<file path="config.mk">
export PLATFORM = sky130hd
export DESIGN_NAME = lpmc_top
export DESIGN_NICKNAME = d
export VERILOG_FILES = /design/src/hw/lpmc_pkg.sv /design/src/hw/lpmc_port_match.sv /design/src/hw/lpmc_top.sv
export SDC_FILE = /design/constraint.sdc
export NUM_CORES = 1
export LEC_CHECK = 0
export BUFFER_PORTS_ARGS = -buffer_cell sky130_fd_sc_hd__buf_2
export CORE_MARGIN = 5
export CORE_UTILIZATION = 50
export CTS_CLUSTER_DIAMETER = 30
export CTS_CLUSTER_SIZE = 14
export DETAILED_ROUTE_END_ITERATION = 8
export PLACE_DENSITY_LB_ADDON = 0.25
export REMOVE_ABC_BUFFERS = 1
export SLEW_MARGIN = 20
export SYNTH_ARGS = -nofsm -noshare
export SYNTH_HDL_FRONTEND = slang
export SYNTH_HIERARCHICAL = 1
export SYNTH_SLANG_ARGS = --single-unit
export TNS_END_PERCENT = 100
</file>
<file path="constraint.sdc">
create_clock -name clock -period 2.5 [get_ports clock]
set_input_delay 0.375 -clock clock [delete_from_list [all_inputs] [get_ports clock]]
set_output_delay 0.375 -clock clock [all_outputs]
set_load 0.1 [all_outputs]
</file>
<file path="src/hw/lpmc_pkg.sv">
// package: constants, register map and types of the low-power mode controller
package lpmc_pkg;

    // ----------------------------------------------------------------
    // bus and field widths
    // ----------------------------------------------------------------
    localparam int DW = 8;
    localparam int AW = 8;
    localparam int NEVT = 2;

    // ----------------------------------------------------------------
    // register offsets
    // ----------------------------------------------------------------
    localparam logic [AW-1:0] ADDR_PWR_CTRL = 8'h00;
    localparam logic [AW-1:0] ADDR_REG_CTRL = 8'h01;
    localparam logic [AW-1:0] ADDR_ANA_EN = 8'h02;
    localparam logic [AW-1:0] ADDR_CLK_SEL = 8'h03;
    localparam logic [AW-1:0] ADDR_PM_VAL = 8'h04;
    localparam logic [AW-1:0] ADDR_PM_MASK = 8'h05;
    localparam logic [AW-1:0] ADDR_PM_CTRL = 8'h06;
    localparam logic [AW-1:0] ADDR_INT_STAT = 8'h07;
    localparam logic [AW-1:0] ADDR_INT_CLR = 8'h08;
    localparam logic [AW-1:0] ADDR_INT_EN = 8'h09;
    localparam logic [AW-1:0] ADDR_MODE = 8'h0A;

    // ----------------------------------------------------------------
    // field positions
    // ----------------------------------------------------------------
    localparam int PWR_IDLE_BIT = 0;
    localparam int PWR_STOP_BIT = 1;
    localparam int REG_SDSEL_BIT = 0;
    localparam int CLK_ALT_BIT = 0;
    localparam int PM_WAKE_BIT = 0;
    localparam int EVT_PM_BIT = 0;
    localparam int EVT_WAKE_BIT = 1;

    // ----------------------------------------------------------------
    // reset values
    // ----------------------------------------------------------------
    localparam logic [DW-1:0] RST_BYTE = 8'h00;
    localparam logic [15:0] RESET_VECTOR = 16'h0000;

    // ----------------------------------------------------------------
    // timing
    // ----------------------------------------------------------------
    localparam int CLK_PERIOD_NS = 100;
    localparam int RESET_HOLD_NS = 1000;
    localparam int RESET_HOLD_CYC = (RESET_HOLD_NS + CLK_PERIOD_NS - 1) / CLK_PERIOD_NS;
    localparam int RCW = 8;
    localparam logic [RCW-1:0] RESET_LAST = RCW'(RESET_HOLD_CYC - 1);

    // ----------------------------------------------------------------
    // modes
    // ----------------------------------------------------------------
    typedef enum logic [2:0] {
        LPMC_RESET,
        LPMC_NORMAL,
        LPMC_IDLE,
        LPMC_STOP,
        LPMC_SHUTDOWN
    } lpmc_state_t;

endpackage : lpmc_pkg

</file>
<file path="src/hw/lpmc_port_match.sv">
// port-change detector: flags a new mismatch between masked pins and match value
`timescale 1ns/1ns
`default_nettype none
module lpmc_port_match
    import lpmc_pkg::*;
#(
    parameter int PW = 8
) (
    input wire logic clock,
    input wire logic resetn,
    input wire logic clear,
    input wire logic [PW-1:0] pins,
    input wire logic [PW-1:0] match_val,
    input wire logic [PW-1:0] match_mask,
    output logic evt
);

    // ----------------------------------------------------------------
    // mismatch edge
    // ----------------------------------------------------------------
    logic diff_r;
    logic diff_nxt;
    logic evt_r;
    logic evt_nxt;

    always_comb begin
        diff_nxt = |((pins ^ match_val) & match_mask);
        evt_nxt = diff_nxt & ~diff_r & ~clear;
        if (clear) begin
            diff_nxt = 1'b0;
        end
    end

    always_ff @(posedge clock or negedge resetn) begin
        if (!resetn) begin
            diff_r <= 1'b0;
            evt_r <= 1'b0;
        end else begin
            diff_r <= diff_nxt;
            evt_r <= evt_nxt;
        end
    end

    assign evt = evt_r;

endmodule : lpmc_port_match
`default_nettype wire

</file>
<file path="src/hw/lpmc_top.sv">
// low-power mode controller: idle, stop, shutdown, reset hold and port-change wake
//
// Overview of operation
// - Setting the idle request halts the core once the setting instruction completes, state kept.
// - In idle an enabled interrupt clears the idle request and resumes the core to service it.
// - Idle exit by interrupt does not reset the core, so it continues after the setting instruction.
// - A reset ending idle runs the normal reset sequence and restarts fetch at address 0x0000.
// - Stop request with shutdown select clear enters stop: oscillator, core, peripherals halted, regulator on.
// - Stop is left only by an internal or external reset, never by an interrupt.
// - Stop request with shutdown select set enters stop first, then powers the core regulator down.
// - In shutdown the regulator and analog are off, clocks stopped, and output pins hold their state.
// - Only the external pin reset or power-on reset brings the device out of shutdown.
// - Each analog peripheral has its own enable, and enabled ones keep running in stop.
// - Outside shutdown, the device stays in reset while the supply monitor reports the supply below threshold.
// - The port-change detector sees a pin change, always sets its interrupt flag, and also wakes from idle when its wake bit is set.
// - Leaving any reset clears the program counter and selects the low-power oscillator.
`timescale 1ns/1ns
`default_nettype none
module lpmc_top
    import lpmc_pkg::*;
#(
    parameter int PW = 8,
    parameter int NA = 4
) (
    input wire logic clock,
    input wire logic resetn,
    input wire logic [AW-1:0] addr,
    input wire logic [DW-1:0] wdata,
    input wire logic wr_stb,
    input wire logic rd_stb,
    output logic [DW-1:0] rdata,
    input wire logic instr_done,
    input wire logic irq_req,
    input wire logic ext_reset,
    input wire logic por_reset,
    input wire logic int_reset,
    input wire logic supply_low,
    input wire logic [PW-1:0] port_pins,
    output logic core_halt,
    output logic osc_en,
    output logic periph_clk_en,
    output logic regulator_en,
    output logic [NA-1:0] analog_en,
    output logic pin_hold,
    output logic sys_reset,
    output logic pc_clear,
    output logic [15:0] boot_addr,
    output logic clk_sel_lpo,
    output logic irq
);

    // ----------------------------------------------------------------
    // state
    // ----------------------------------------------------------------
    lpmc_state_t state_r, state_nxt;
    logic [RCW-1:0] rcnt_r, rcnt_nxt;
    logic [NA-1:0] anaen_r, anaen_nxt, ana_out_r, ana_out_nxt;
    logic [PW-1:0] pm_val_r, pm_val_nxt, pm_mask_r, pm_mask_nxt;
    logic [NEVT-1:0] stat_r, stat_nxt, inten_r, inten_nxt;
    logic [DW-1:0] rdata_r, rdata_nxt;
    logic [15:0] boot_addr_r, boot_addr_nxt;
    logic idle_req_r, idle_req_nxt, stop_req_r, stop_req_nxt, sdsel_r, sdsel_nxt;
    logic clk_alt_r, clk_alt_nxt, pm_wake_r, pm_wake_nxt, core_halt_r, core_halt_nxt;
    logic osc_en_r, osc_en_nxt, pclk_r, pclk_nxt, reg_en_r, reg_en_nxt;
    logic pin_hold_r, pin_hold_nxt, sys_reset_r, sys_reset_nxt, pc_clear_r, pc_clear_nxt;
    logic lpo_r, lpo_nxt, irq_r, irq_nxt, pm_evt, any_reset, hard_reset, wake;

    // ----------------------------------------------------------------
    // helpers
    // ----------------------------------------------------------------
    function automatic logic [DW-1:0] widen(input logic [PW-1:0] v);
        widen = DW'(v);
    endfunction : widen

    // ----------------------------------------------------------------
    // port-change detector
    // ----------------------------------------------------------------
    lpmc_port_match #(
        .PW(PW)
    ) u_pm (
        .clock(clock),
        .resetn(resetn),
        .clear(sys_reset_r),
        .pins(port_pins),
        .match_val(pm_val_r),
        .match_mask(pm_mask_r),
        .evt(pm_evt)
    );

    // ----------------------------------------------------------------
    // mode sequencer
    // ----------------------------------------------------------------
    always_comb begin
        hard_reset = ext_reset | por_reset;
        any_reset = hard_reset | int_reset | supply_low;
        wake = irq_req | (pm_evt & pm_wake_r);
        state_nxt = state_r;
        rcnt_nxt = rcnt_r;
        case (state_r)
            LPMC_RESET: begin
                if (any_reset) begin
                    rcnt_nxt = '0;
                end else if (rcnt_r == RESET_LAST) begin
                    state_nxt = LPMC_NORMAL;
                end else begin
                    rcnt_nxt = rcnt_r + RCW'(1);
                end
            end
            LPMC_NORMAL: begin
                if (any_reset) begin
                    state_nxt = LPMC_RESET;
                end else if (instr_done && stop_req_r) begin
                    state_nxt = LPMC_STOP;
                end else if (instr_done && idle_req_r) begin
                    state_nxt = LPMC_IDLE;
                end
            end
            LPMC_IDLE: begin
                if (any_reset) begin
                    state_nxt = LPMC_RESET;
                end else if (wake) begin
                    state_nxt = LPMC_NORMAL;
                end
            end
            LPMC_STOP: begin
                if (any_reset) begin
                    state_nxt = LPMC_RESET;
                end else if (sdsel_r) begin
                    state_nxt = LPMC_SHUTDOWN;
                end
            end
            LPMC_SHUTDOWN: begin
                if (hard_reset) begin
                    state_nxt = LPMC_RESET;
                end
            end
            default: state_nxt = LPMC_RESET;
        endcase
        if (state_nxt == LPMC_RESET && state_r != LPMC_RESET) begin
            rcnt_nxt = '0;
        end
    end

    // ----------------------------------------------------------------
    // outputs from the next mode
    // ----------------------------------------------------------------
    always_comb begin
        core_halt_nxt = 1'b1;
        osc_en_nxt = 1'b1;
        pclk_nxt = 1'b1;
        reg_en_nxt = 1'b1;
        ana_out_nxt = anaen_nxt;
        pin_hold_nxt = 1'b0;
        sys_reset_nxt = 1'b0;
        pc_clear_nxt = 1'b0;
        boot_addr_nxt = boot_addr_r;
        lpo_nxt = ~clk_alt_nxt;
        case (state_nxt)
            LPMC_RESET: sys_reset_nxt = 1'b1;
            LPMC_NORMAL: begin
                core_halt_nxt = 1'b0;
                if (state_r == LPMC_RESET) begin
                    pc_clear_nxt = 1'b1;
                    boot_addr_nxt = RESET_VECTOR;
                end
            end
            LPMC_IDLE: core_halt_nxt = 1'b1;
            LPMC_STOP: begin
                osc_en_nxt = 1'b0;
                pclk_nxt = 1'b0;
                pin_hold_nxt = 1'b1;
                ana_out_nxt = anaen_r;
            end
            LPMC_SHUTDOWN: begin
                osc_en_nxt = 1'b0;
                pclk_nxt = 1'b0;
                reg_en_nxt = 1'b0;
                ana_out_nxt = '0;
                pin_hold_nxt = 1'b1;
            end
            default: sys_reset_nxt = 1'b1;
        endcase
    end

    // ----------------------------------------------------------------
    // registers and interrupt
    // ----------------------------------------------------------------
    always_comb begin
        idle_req_nxt = idle_req_r;
        stop_req_nxt = stop_req_r;
        sdsel_nxt = sdsel_r;
        anaen_nxt = anaen_r;
        clk_alt_nxt = clk_alt_r;
        pm_val_nxt = pm_val_r;
        pm_mask_nxt = pm_mask_r;
        pm_wake_nxt = pm_wake_r;
        inten_nxt = inten_r;
        stat_nxt = stat_r;
        rdata_nxt = RST_BYTE;
        if (wr_stb) begin
            case (addr)
                ADDR_PWR_CTRL: begin
                    idle_req_nxt = idle_req_r | wdata[PWR_IDLE_BIT];
                    stop_req_nxt = stop_req_r | wdata[PWR_STOP_BIT];
                end
                ADDR_REG_CTRL: sdsel_nxt = wdata[REG_SDSEL_BIT];
                ADDR_ANA_EN: anaen_nxt = wdata[NA-1:0];
                ADDR_CLK_SEL: clk_alt_nxt = wdata[CLK_ALT_BIT];
                ADDR_PM_VAL: pm_val_nxt = wdata[PW-1:0];
                ADDR_PM_MASK: pm_mask_nxt = wdata[PW-1:0];
                ADDR_PM_CTRL: pm_wake_nxt = wdata[PM_WAKE_BIT];
                ADDR_INT_EN: inten_nxt = wdata[NEVT-1:0];
                ADDR_INT_CLR: stat_nxt = stat_r & ~wdata[NEVT-1:0];
                default: stat_nxt = stat_r;
            endcase
        end
        if (pm_evt) begin
            stat_nxt[EVT_PM_BIT] = 1'b1;
        end
        if (state_r == LPMC_IDLE && state_nxt == LPMC_NORMAL) begin
            idle_req_nxt = 1'b0;
            stat_nxt[EVT_WAKE_BIT] = 1'b1;
        end
        if (rd_stb) begin
            case (addr)
                ADDR_PWR_CTRL: rdata_nxt = DW'({stop_req_r, idle_req_r});
                ADDR_REG_CTRL: rdata_nxt = DW'(sdsel_r);
                ADDR_ANA_EN: rdata_nxt = DW'(anaen_r);
                ADDR_CLK_SEL: rdata_nxt = DW'(clk_alt_r);
                ADDR_PM_VAL: rdata_nxt = widen(pm_val_r);
                ADDR_PM_MASK: rdata_nxt = widen(pm_mask_r);
                ADDR_PM_CTRL: rdata_nxt = DW'(pm_wake_r);
                ADDR_INT_STAT: rdata_nxt = DW'(stat_r);
                ADDR_INT_EN: rdata_nxt = DW'(inten_r);
                ADDR_MODE: rdata_nxt = DW'(state_r);
                default: rdata_nxt = RST_BYTE;
            endcase
        end
        if (state_nxt == LPMC_RESET || state_r == LPMC_RESET) begin
            idle_req_nxt = 1'b0;
            stop_req_nxt = 1'b0;
            sdsel_nxt = 1'b0;
            anaen_nxt = '0;
            clk_alt_nxt = 1'b0;
            pm_val_nxt = '0;
            pm_mask_nxt = '0;
            pm_wake_nxt = 1'b0;
            inten_nxt = '0;
            stat_nxt = '0;
        end
        irq_nxt = |(stat_nxt & inten_nxt);
    end
    always_ff @(posedge clock or negedge resetn) begin
        if (!resetn) begin
            state_r <= LPMC_RESET;
            rcnt_r <= '0;
            idle_req_r <= 1'b0;
            stop_req_r <= 1'b0;
            sdsel_r <= 1'b0;
            anaen_r <= '0;
            clk_alt_r <= 1'b0;
            pm_val_r <= '0;
            pm_mask_r <= '0;
            pm_wake_r <= 1'b0;
            stat_r <= '0;
            inten_r <= '0;
            rdata_r <= RST_BYTE;
            core_halt_r <= 1'b1;
            osc_en_r <= 1'b1;
            pclk_r <= 1'b1;
            reg_en_r <= 1'b1;
            ana_out_r <= '0;
            pin_hold_r <= 1'b0;
            sys_reset_r <= 1'b1;
            pc_clear_r <= 1'b0;
            boot_addr_r <= RESET_VECTOR;
            lpo_r <= 1'b1;
            irq_r <= 1'b0;
        end else begin
            state_r <= state_nxt;
            rcnt_r <= rcnt_nxt;
            idle_req_r <= idle_req_nxt;
            stop_req_r <= stop_req_nxt;
            sdsel_r <= sdsel_nxt;
            anaen_r <= anaen_nxt;
            clk_alt_r <= clk_alt_nxt;
            pm_val_r <= pm_val_nxt;
            pm_mask_r <= pm_mask_nxt;
            pm_wake_r <= pm_wake_nxt;
            stat_r <= stat_nxt;
            inten_r <= inten_nxt;
            rdata_r <= rdata_nxt;
            core_halt_r <= core_halt_nxt;
            osc_en_r <= osc_en_nxt;
            pclk_r <= pclk_nxt;
            reg_en_r <= reg_en_nxt;
            ana_out_r <= ana_out_nxt;
            pin_hold_r <= pin_hold_nxt;
            sys_reset_r <= sys_reset_nxt;
            pc_clear_r <= pc_clear_nxt;
            boot_addr_r <= boot_addr_nxt;
            lpo_r <= lpo_nxt;
            irq_r <= irq_nxt;
        end
    end
    assign rdata = rdata_r;
    assign core_halt = core_halt_r;
    assign osc_en = osc_en_r;
    assign periph_clk_en = pclk_r;
    assign regulator_en = reg_en_r;
    assign analog_en = ana_out_r;
    assign pin_hold = pin_hold_r;
    assign sys_reset = sys_reset_r;
    assign pc_clear = pc_clear_r;
    assign boot_addr = boot_addr_r;
    assign clk_sel_lpo = lpo_r;
    assign irq = irq_r;

    // ----------------------------------------------------------------
    // checks
    // ----------------------------------------------------------------
    AST_IDLE_ENTRY: assert property (@(posedge clock) disable iff (!resetn)
        (state_r == LPMC_NORMAL && idle_req_r && !stop_req_r && instr_done && !any_reset)
        |=> (state_r == LPMC_IDLE && core_halt_r && pclk_r && !sys_reset_r)) else $error("idle entry missed");
    AST_IDLE_WAKE: assert property (@(posedge clock) disable iff (!resetn)
        (state_r == LPMC_IDLE && irq_req && !any_reset)
        |=> (state_r == LPMC_NORMAL && !idle_req_r && !core_halt_r)) else $error("idle wake missed");
    AST_WAKE_NO_RESET: assert property (@(posedge clock) disable iff (!resetn)
        (state_r == LPMC_IDLE && wake && !any_reset) |=> (!pc_clear_r && !sys_reset_r))
        else $error("idle wake disturbed the program counter");
    AST_RESET_EXIT: assert property (@(posedge clock) disable iff (!resetn)
        (state_r == LPMC_RESET && rcnt_r == RESET_LAST && !any_reset)
        |=> (pc_clear_r && boot_addr_r == RESET_VECTOR) ##1 !pc_clear_r) else $error("reset exit sequence wrong");
    AST_STOP_ENTRY: assert property (@(posedge clock) disable iff (!resetn)
        (state_r == LPMC_NORMAL && stop_req_r && instr_done && !any_reset)
        |=> (state_r == LPMC_STOP && !osc_en_r && !pclk_r && core_halt_r && reg_en_r)) else $error("stop entry wrong");
    AST_STOP_NO_IRQ_EXIT: assert property (@(posedge clock) disable iff (!resetn)
        (state_r == LPMC_STOP && !sdsel_r && !any_reset) |=> (state_r == LPMC_STOP))
        else $error("stop left without reset");
    AST_SHUTDOWN_SEQ: assert property (@(posedge clock) disable iff (!resetn)
        (state_r == LPMC_STOP && sdsel_r && !any_reset)
        |=> (state_r == LPMC_SHUTDOWN && !reg_en_r)) else $error("shutdown did not follow stop");
    AST_SHUTDOWN_OUTS: assert property (@(posedge clock) disable iff (!resetn)
        (state_r == LPMC_SHUTDOWN) |-> (!reg_en_r && !osc_en_r && pin_hold_r && ana_out_r == '0))
        else $error("shutdown outputs wrong");
    AST_SHUTDOWN_EXIT: assert property (@(posedge clock) disable iff (!resetn)
        (state_r == LPMC_SHUTDOWN && !ext_reset && !por_reset) |=> (state_r == LPMC_SHUTDOWN))
        else $error("shutdown left by a soft reset");
    AST_ANALOG_STOP: assert property (@(posedge clock) disable iff (!resetn)
        (state_r == LPMC_STOP) |-> (ana_out_r == anaen_r)) else $error("analog enables not kept in stop");
    AST_SUPPLY_HOLD: assert property (@(posedge clock) disable iff (!resetn)
        (supply_low && state_r != LPMC_SHUTDOWN) |=> (sys_reset_r && state_r == LPMC_RESET))
        else $error("supply low did not hold reset");
    AST_PM_WAKE: assert property (@(posedge clock) disable iff (!resetn)
        (state_r == LPMC_IDLE && pm_evt && pm_wake_r && !any_reset)
        |=> (state_r == LPMC_NORMAL && stat_r[EVT_PM_BIT])) else $error("port change did not wake");
    AST_LPO_AFTER_RESET: assert property (@(posedge clock) disable iff (!resetn)
        (state_r == LPMC_RESET && !any_reset && rcnt_r == RESET_LAST) |=> lpo_r)
        else $error("low-power oscillator not selected");
    AST_BOTH_IS_STOP: assert property (@(posedge clock) disable iff (!resetn)
        (state_r == LPMC_NORMAL && idle_req_r && stop_req_r && instr_done && !any_reset)
        |=> (state_r == LPMC_STOP)) else $error("idle won over stop");

endmodule : lpmc_top
`default_nettype wire

</file>
Word-level counts from Yosys, hierarchy flattened
Index checks and enable logic that the tools add are counted.

Add/sub/neg operators: 1. Equal/unequal tests: 20. Mux-type cells: 59. Bitwise logic cells: 17. Reductions and logical operators: 29.

Operator list (number): 2-to-1 mux 8 bit (11); case mux 8 bit (10 select lines) (1); equality test 8 x 3 -> 1 bit, second input constant (4); equality test 8 x 4 -> 1 bit, second input constant (4); 2-to-1 mux 3 bit (10); 2-to-1 mux 1 bit (26); equality test 8 x 2 -> 1 bit, second input constant (2); case mux 3 bit (5 select lines) (1); AND reduction 2 bit (7); nonzero test 2 bit (7); equality test 3 x 2 -> 1 bit, second input constant (4); 2-to-1 mux 2 bit (6); 2-to-1 mux 4 bit (3); nonzero test 3 bit (3); adder 8 x 1 -> 8 bit, second input constant (1); AND 8 bit (1); equality test 8 x 1 -> 1 bit, second input constant (1); logical NOT 8 bit (1); case mux 4 bit (2 select lines) (1); OR reduction 8 bit (1); XOR 8 bit (1); equality test 3 x 1 -> 1 bit, second input constant (2); equality test 3 bit, second input constant (2); logical NOT 3 bit (2); other kinds (10) (24).

Bits in registers: 62. Input port bits: 34. Word-level logic and storage cells: 150.

Longest topological paths before layout
Depth after elaboration: 11. Depth in mapped cells: 10.

Cells and area by module
Netlist, hierarchy kept.

Modules (own cells, without submodules): lpmc_top (times used 1, cells each 332, area an instance 3096.7 sq um, sequential area each 1507.7 sq um); lpmc_port_match (times used 1, cells each 17, area an instance 173.9 sq um, sequential area each 50.0 sq um).

Least setup slack after synthesis
OpenSTA, ideal clock, no wires.

Path type: in2reg. Start point: input port int_reset. End point: register idle_req_r. Setup time: 0.080 ns. Arrival: 2.069 ns. Required time: 2.420 ns. Setup slack: 0.351 ns. Stages on the path: 9. Cells stage by stage: or4_4 > or2_4 > or2_4 > clkinv_4 > or3_4 > buf_6 > o31ai_2 > buf_6 > nor3_2.

Longest elaborated chain between the ends: 8. Elaborated cells on any way between the ends: 16. Classes of those cells: eq/ne (1); mux (7); bitwise (2); reduce/logical (6).

RTL lines: start, declared (RTL line lpmc_top.sv:36) `input wire logic int_reset,`; bitwise OR 1 bit * (2 in series) (RTL line lpmc_top.sv:95) `any_reset = hard_reset | int_reset | supply_low;`; 2-to-1 mux 3 bit, on equally long branches; case mux 3 bit (5 select lines) * (RTL line lpmc_top.sv:99) `case (state_r)`; named net state_nxt[1] (RTL line lpmc_top.sv:55) `lpmc_state_t state_r, state_nxt;`; equality test 3 x 1 -> 1 bit / logical NOT 3 bit (equally long branches) (RTL line lpmc_top.sv:220, lpmc_top.sv:239); logical AND 1 bit / logical OR 1 bit (equally long branches) (RTL line lpmc_top.sv:220, lpmc_top.sv:239); nonzero test 3 bit (no source line) / 2-to-1 mux 1 bit (equally long branches); AND reduction 2 bit (no source line) / 2-to-1 mux 1 bit (equally long branches); end signal, assigned (RTL line lpmc_top.sv:282) `idle_req_r <= idle_req_nxt;`; end, declared (RTL line lpmc_top.sv:62) `logic idle_req_r, idle_req_nxt, stop_req_r, stop_req_nxt, sdsel_r, sdsel_nxt;`.

Mark *: on every way through the listed nets, which the timed path passes. The rest lies on a longest branch. A chain may end at the register's enable or synchronous reset.

Final worst setup path
Start point: register state_r[1]. End point: register rcnt_r[7].

Elaborated cells on any way between the ends: 23. Classes of those cells: eq/ne (5); mux (12); reduce/logical (6).

RTL lines: start, declared (RTL line lpmc_top.sv:55); start signal, assigned (RTL line lpmc_top.sv:280) `state_r <= state_nxt;`; equality test 3 bit, or another cell as far along (RTL line lpmc_top.sv:99); case mux 3 bit (5 select lines) * (RTL line lpmc_top.sv:99); named net state_nxt[0] (RTL line lpmc_top.sv:55); logical NOT 3 bit * (RTL line lpmc_top.sv:139) `if (state_nxt == LPMC_RESET && state_r != LPMC_RESET) begin`; logical AND 1 bit * (RTL line lpmc_top.sv:139); inequality test 3 x 2 -> 1 bit (no source line) / nonzero test 2 bit (equally long branches); AND reduction 2 bit (no source line); end signal, assigned (RTL line lpmc_top.sv:281) `rcnt_r <= rcnt_nxt;`; end, declared (RTL line lpmc_top.sv:56) `logic [RCW-1:0] rcnt_r, rcnt_nxt;`.

Marked as above.

==> impl_metrics.toml <==
[global_routing]
overflow = 0
grt_pass1_wl_um = 13300
grt_util_met2_pct = 30.2
grt_max_degree = 39
antenna_found_initial = 0
use_met3_pct = 5.83
busiest_layer = "met2"
grt_use_total_pct = 20.1
use_met1_pct = 27.3
grt_pass1_vias = 2760

[detailed_routing]
via_per_inst = 5.73
dr.pass1.iters = 5
drt_iter0_drc = 216
antenna_left = 0
drc = 0
wirelength_um = 7960
wl_per_cell_um = 16.4
vias = 2785

[pwr]
ir_worst_vdd_mv = 0.375
power_mw = 2.00
p_leak_nw = 1.67
pwr_density_cell_nw_per_um2 = 533

[synth]
ys_ff_latch = 62
synthCells = 349
ys_types = 59
syn_area_um2 = 3270
ys_async_sr_fraction_pct = 100
yosysWarnings = 6
seq_area_frac_synth_pct = 47.6
ys.flop_type = "dfrtp_1"
synth_edf_count = 0
syn_avg_cell_area_um2 = 9.37

[clocking]
cts_tree = "yes"
htree_num_levels = 3
ctsLongestPathBuffers = 2
clock_latency_ns = 0.34
cts_sinks = 62
cts_buffers = 9
clockRootBuffer = "clkbuf_8"
cts.reportedPaths.clkPinSlew_ns = 0.07
ctsHoldBuffers = 0

[place]
port-buffer-count = 54
dp_slack_ns = 0.0311
hpwl_um = 5710
gp_congestion = 0.984

[floorplan]
core-area_um2 = 6350
die_w_um = 90.9
die_area_um2 = 8260
start_util_pct = 51.5
dieHeight_um = 90.9
num_rows = 29
io_pins = 71

[final_layout]
diodes = 0
final_common_cell = "dfrtp_1"
layout_common_cells = "56 x dfrtp_1, 54 x buf_2, 37 x nor2_1, 34 x nand2_1, 27 x a21oi_1"
nNetsFinal = 440
n_fill_cell = 547
register_area_um2 = 1560
syn_to_final_growth_pct = 15.0
drive_gt1_share_pct = 24.7
multi_input_area_um2 = 1530

[sta]
period_share_pct = 92.9
final.setup.tns_ns = 0
max_freq_mhz = 431
min_period_ns = 2.32
setup_ws_ns = 0.178
rsz0062_at_grt = "no"
drv_slew = 0
worst_slew_pin_slew_ns = 0.766
hold_viol = 0
max_slew_margin_pct = 48.9
setup_viol = 0
skew_ns = 0.00947

[critical_path]
arrival_ns = 2.56
rr_endpoint = "rcnt_r[7]"
reg2reg_depth = 6
worstSetupPathType = "register to register"
cp.required_ns = 2.74
r2r_setup_slack_ns = 0.18
crit_path_max_fanout = 11
cp-start-kind = "register"
reg2reg_from = "state_r[1]"
critPathCaptureType = "register"

[hold_path]
hp-class = "input pin to async pin"

[flow_run]
max_cap_viol_count = 0

[status]
status = "finished, final reports clean"
## per-stage QoR
stage	cells	hold WS [ns]	area, um2	util [%]
final	486	0.0322	3760	59.2
after global routing	486	0.0594	3760	59.2
after CTS	486	0.0434	3760	59.2
after detailed placement	470	0.417	3580	56.4
after global placement	470	0.415	3580	56.4
after floorplan	329	0.0794	3110	-
## worst max-delay path by stage
stage	from	endpoint
final	state_r[1]	rcnt_r[7]
after global routing	state_r[1]	rcnt_r[7]
after floorplan	addr[5]	pm_val_r[0]
after detailed placement	int_reset	pm_val_r[3]
after global placement	int_reset	pm_val_r[5]
after CTS	state_r[0]	rcnt_r[7]
## area by class of cell
class | instances | share of cell area, %
clock inverters | 6 | 0.998
repair buffers | 64 | 9.85
flip-flops and latches | 62 | 41.5
multi-input cells | 261 | 40.7
inverters | 6 | 0.732
clock buffers | 10 | 3.66
well taps | 77 | 2.56
## cells by family after synthesis
group / Yosys count / share of synthesized area [%]
AND/OR/NAND/NOR: 142 / 22.5
XOR/XNOR: 9 / 2.41
buffers and inverters: 41 / 7.54
other: 1 / 0.115
flip-flops: 62 / 47.6
AO/OA/AOI/OAI: 83 / 16.3
multiplexers: 9 / 2.75
adder cells (fa/ha/maj): 2 / 0.765
## metal layers
metal	up-vias	part of all wire, %
met5	-	0
met4	0	3.0
met3	21	5.4
met2	98	46
met1	1354	45
li1	1312	-
## worst max-delay path, stage by stage, from the launching register on
cell	delay, ns
dfrtp_1	0.53
nand4bb_1	0.26
a32oi_1	0.30
a21oi_2	0.10
or3_4	0.41
or2_2	0.39
o31ai_1	0.23
## what timing repair did
action / CTS / global route
endpoints found under the setup margin: 0 / 1
gates resized for setup: 0 / 1
buffers inserted: 0 / 0
## where the power goes
group / switching [mW] / internal (mW)
Sequential: 0.000707 / 1.00
Combinational: 0.177 / 0.0386
Clock: 0.402 / 0.380
## state kept, by name, indices dropped and copies added, names as in the netlist, 2 cells and up
signal     flops
rcnt_r         8
anaen_r        4
rdata          8
stat_r         2
inten_r        2
pm_val_r       8
state_r        3
analog_en      4
pm_mask_r      8
## cell usage after synthesis (8+ instances only)
master / instances / area, um2
a21oi_1: 27 / 135
buf_4: 17 / 128
dfrtp_1: 57 / 1430
a31oi_1: 8 / 50.1
o21ai_0: 14 / 70.1
clkbuf_1: 9 / 33.8
nand2_1: 34 / 128
a22oi_1: 9 / 67.6
nand3_1: 22 / 110
mux2i_1: 9 / 90.1
xor2_1: 9 / 78.8
nor2_1: 37 / 139
Note: power is estimated with default switching activity, not from simulation.
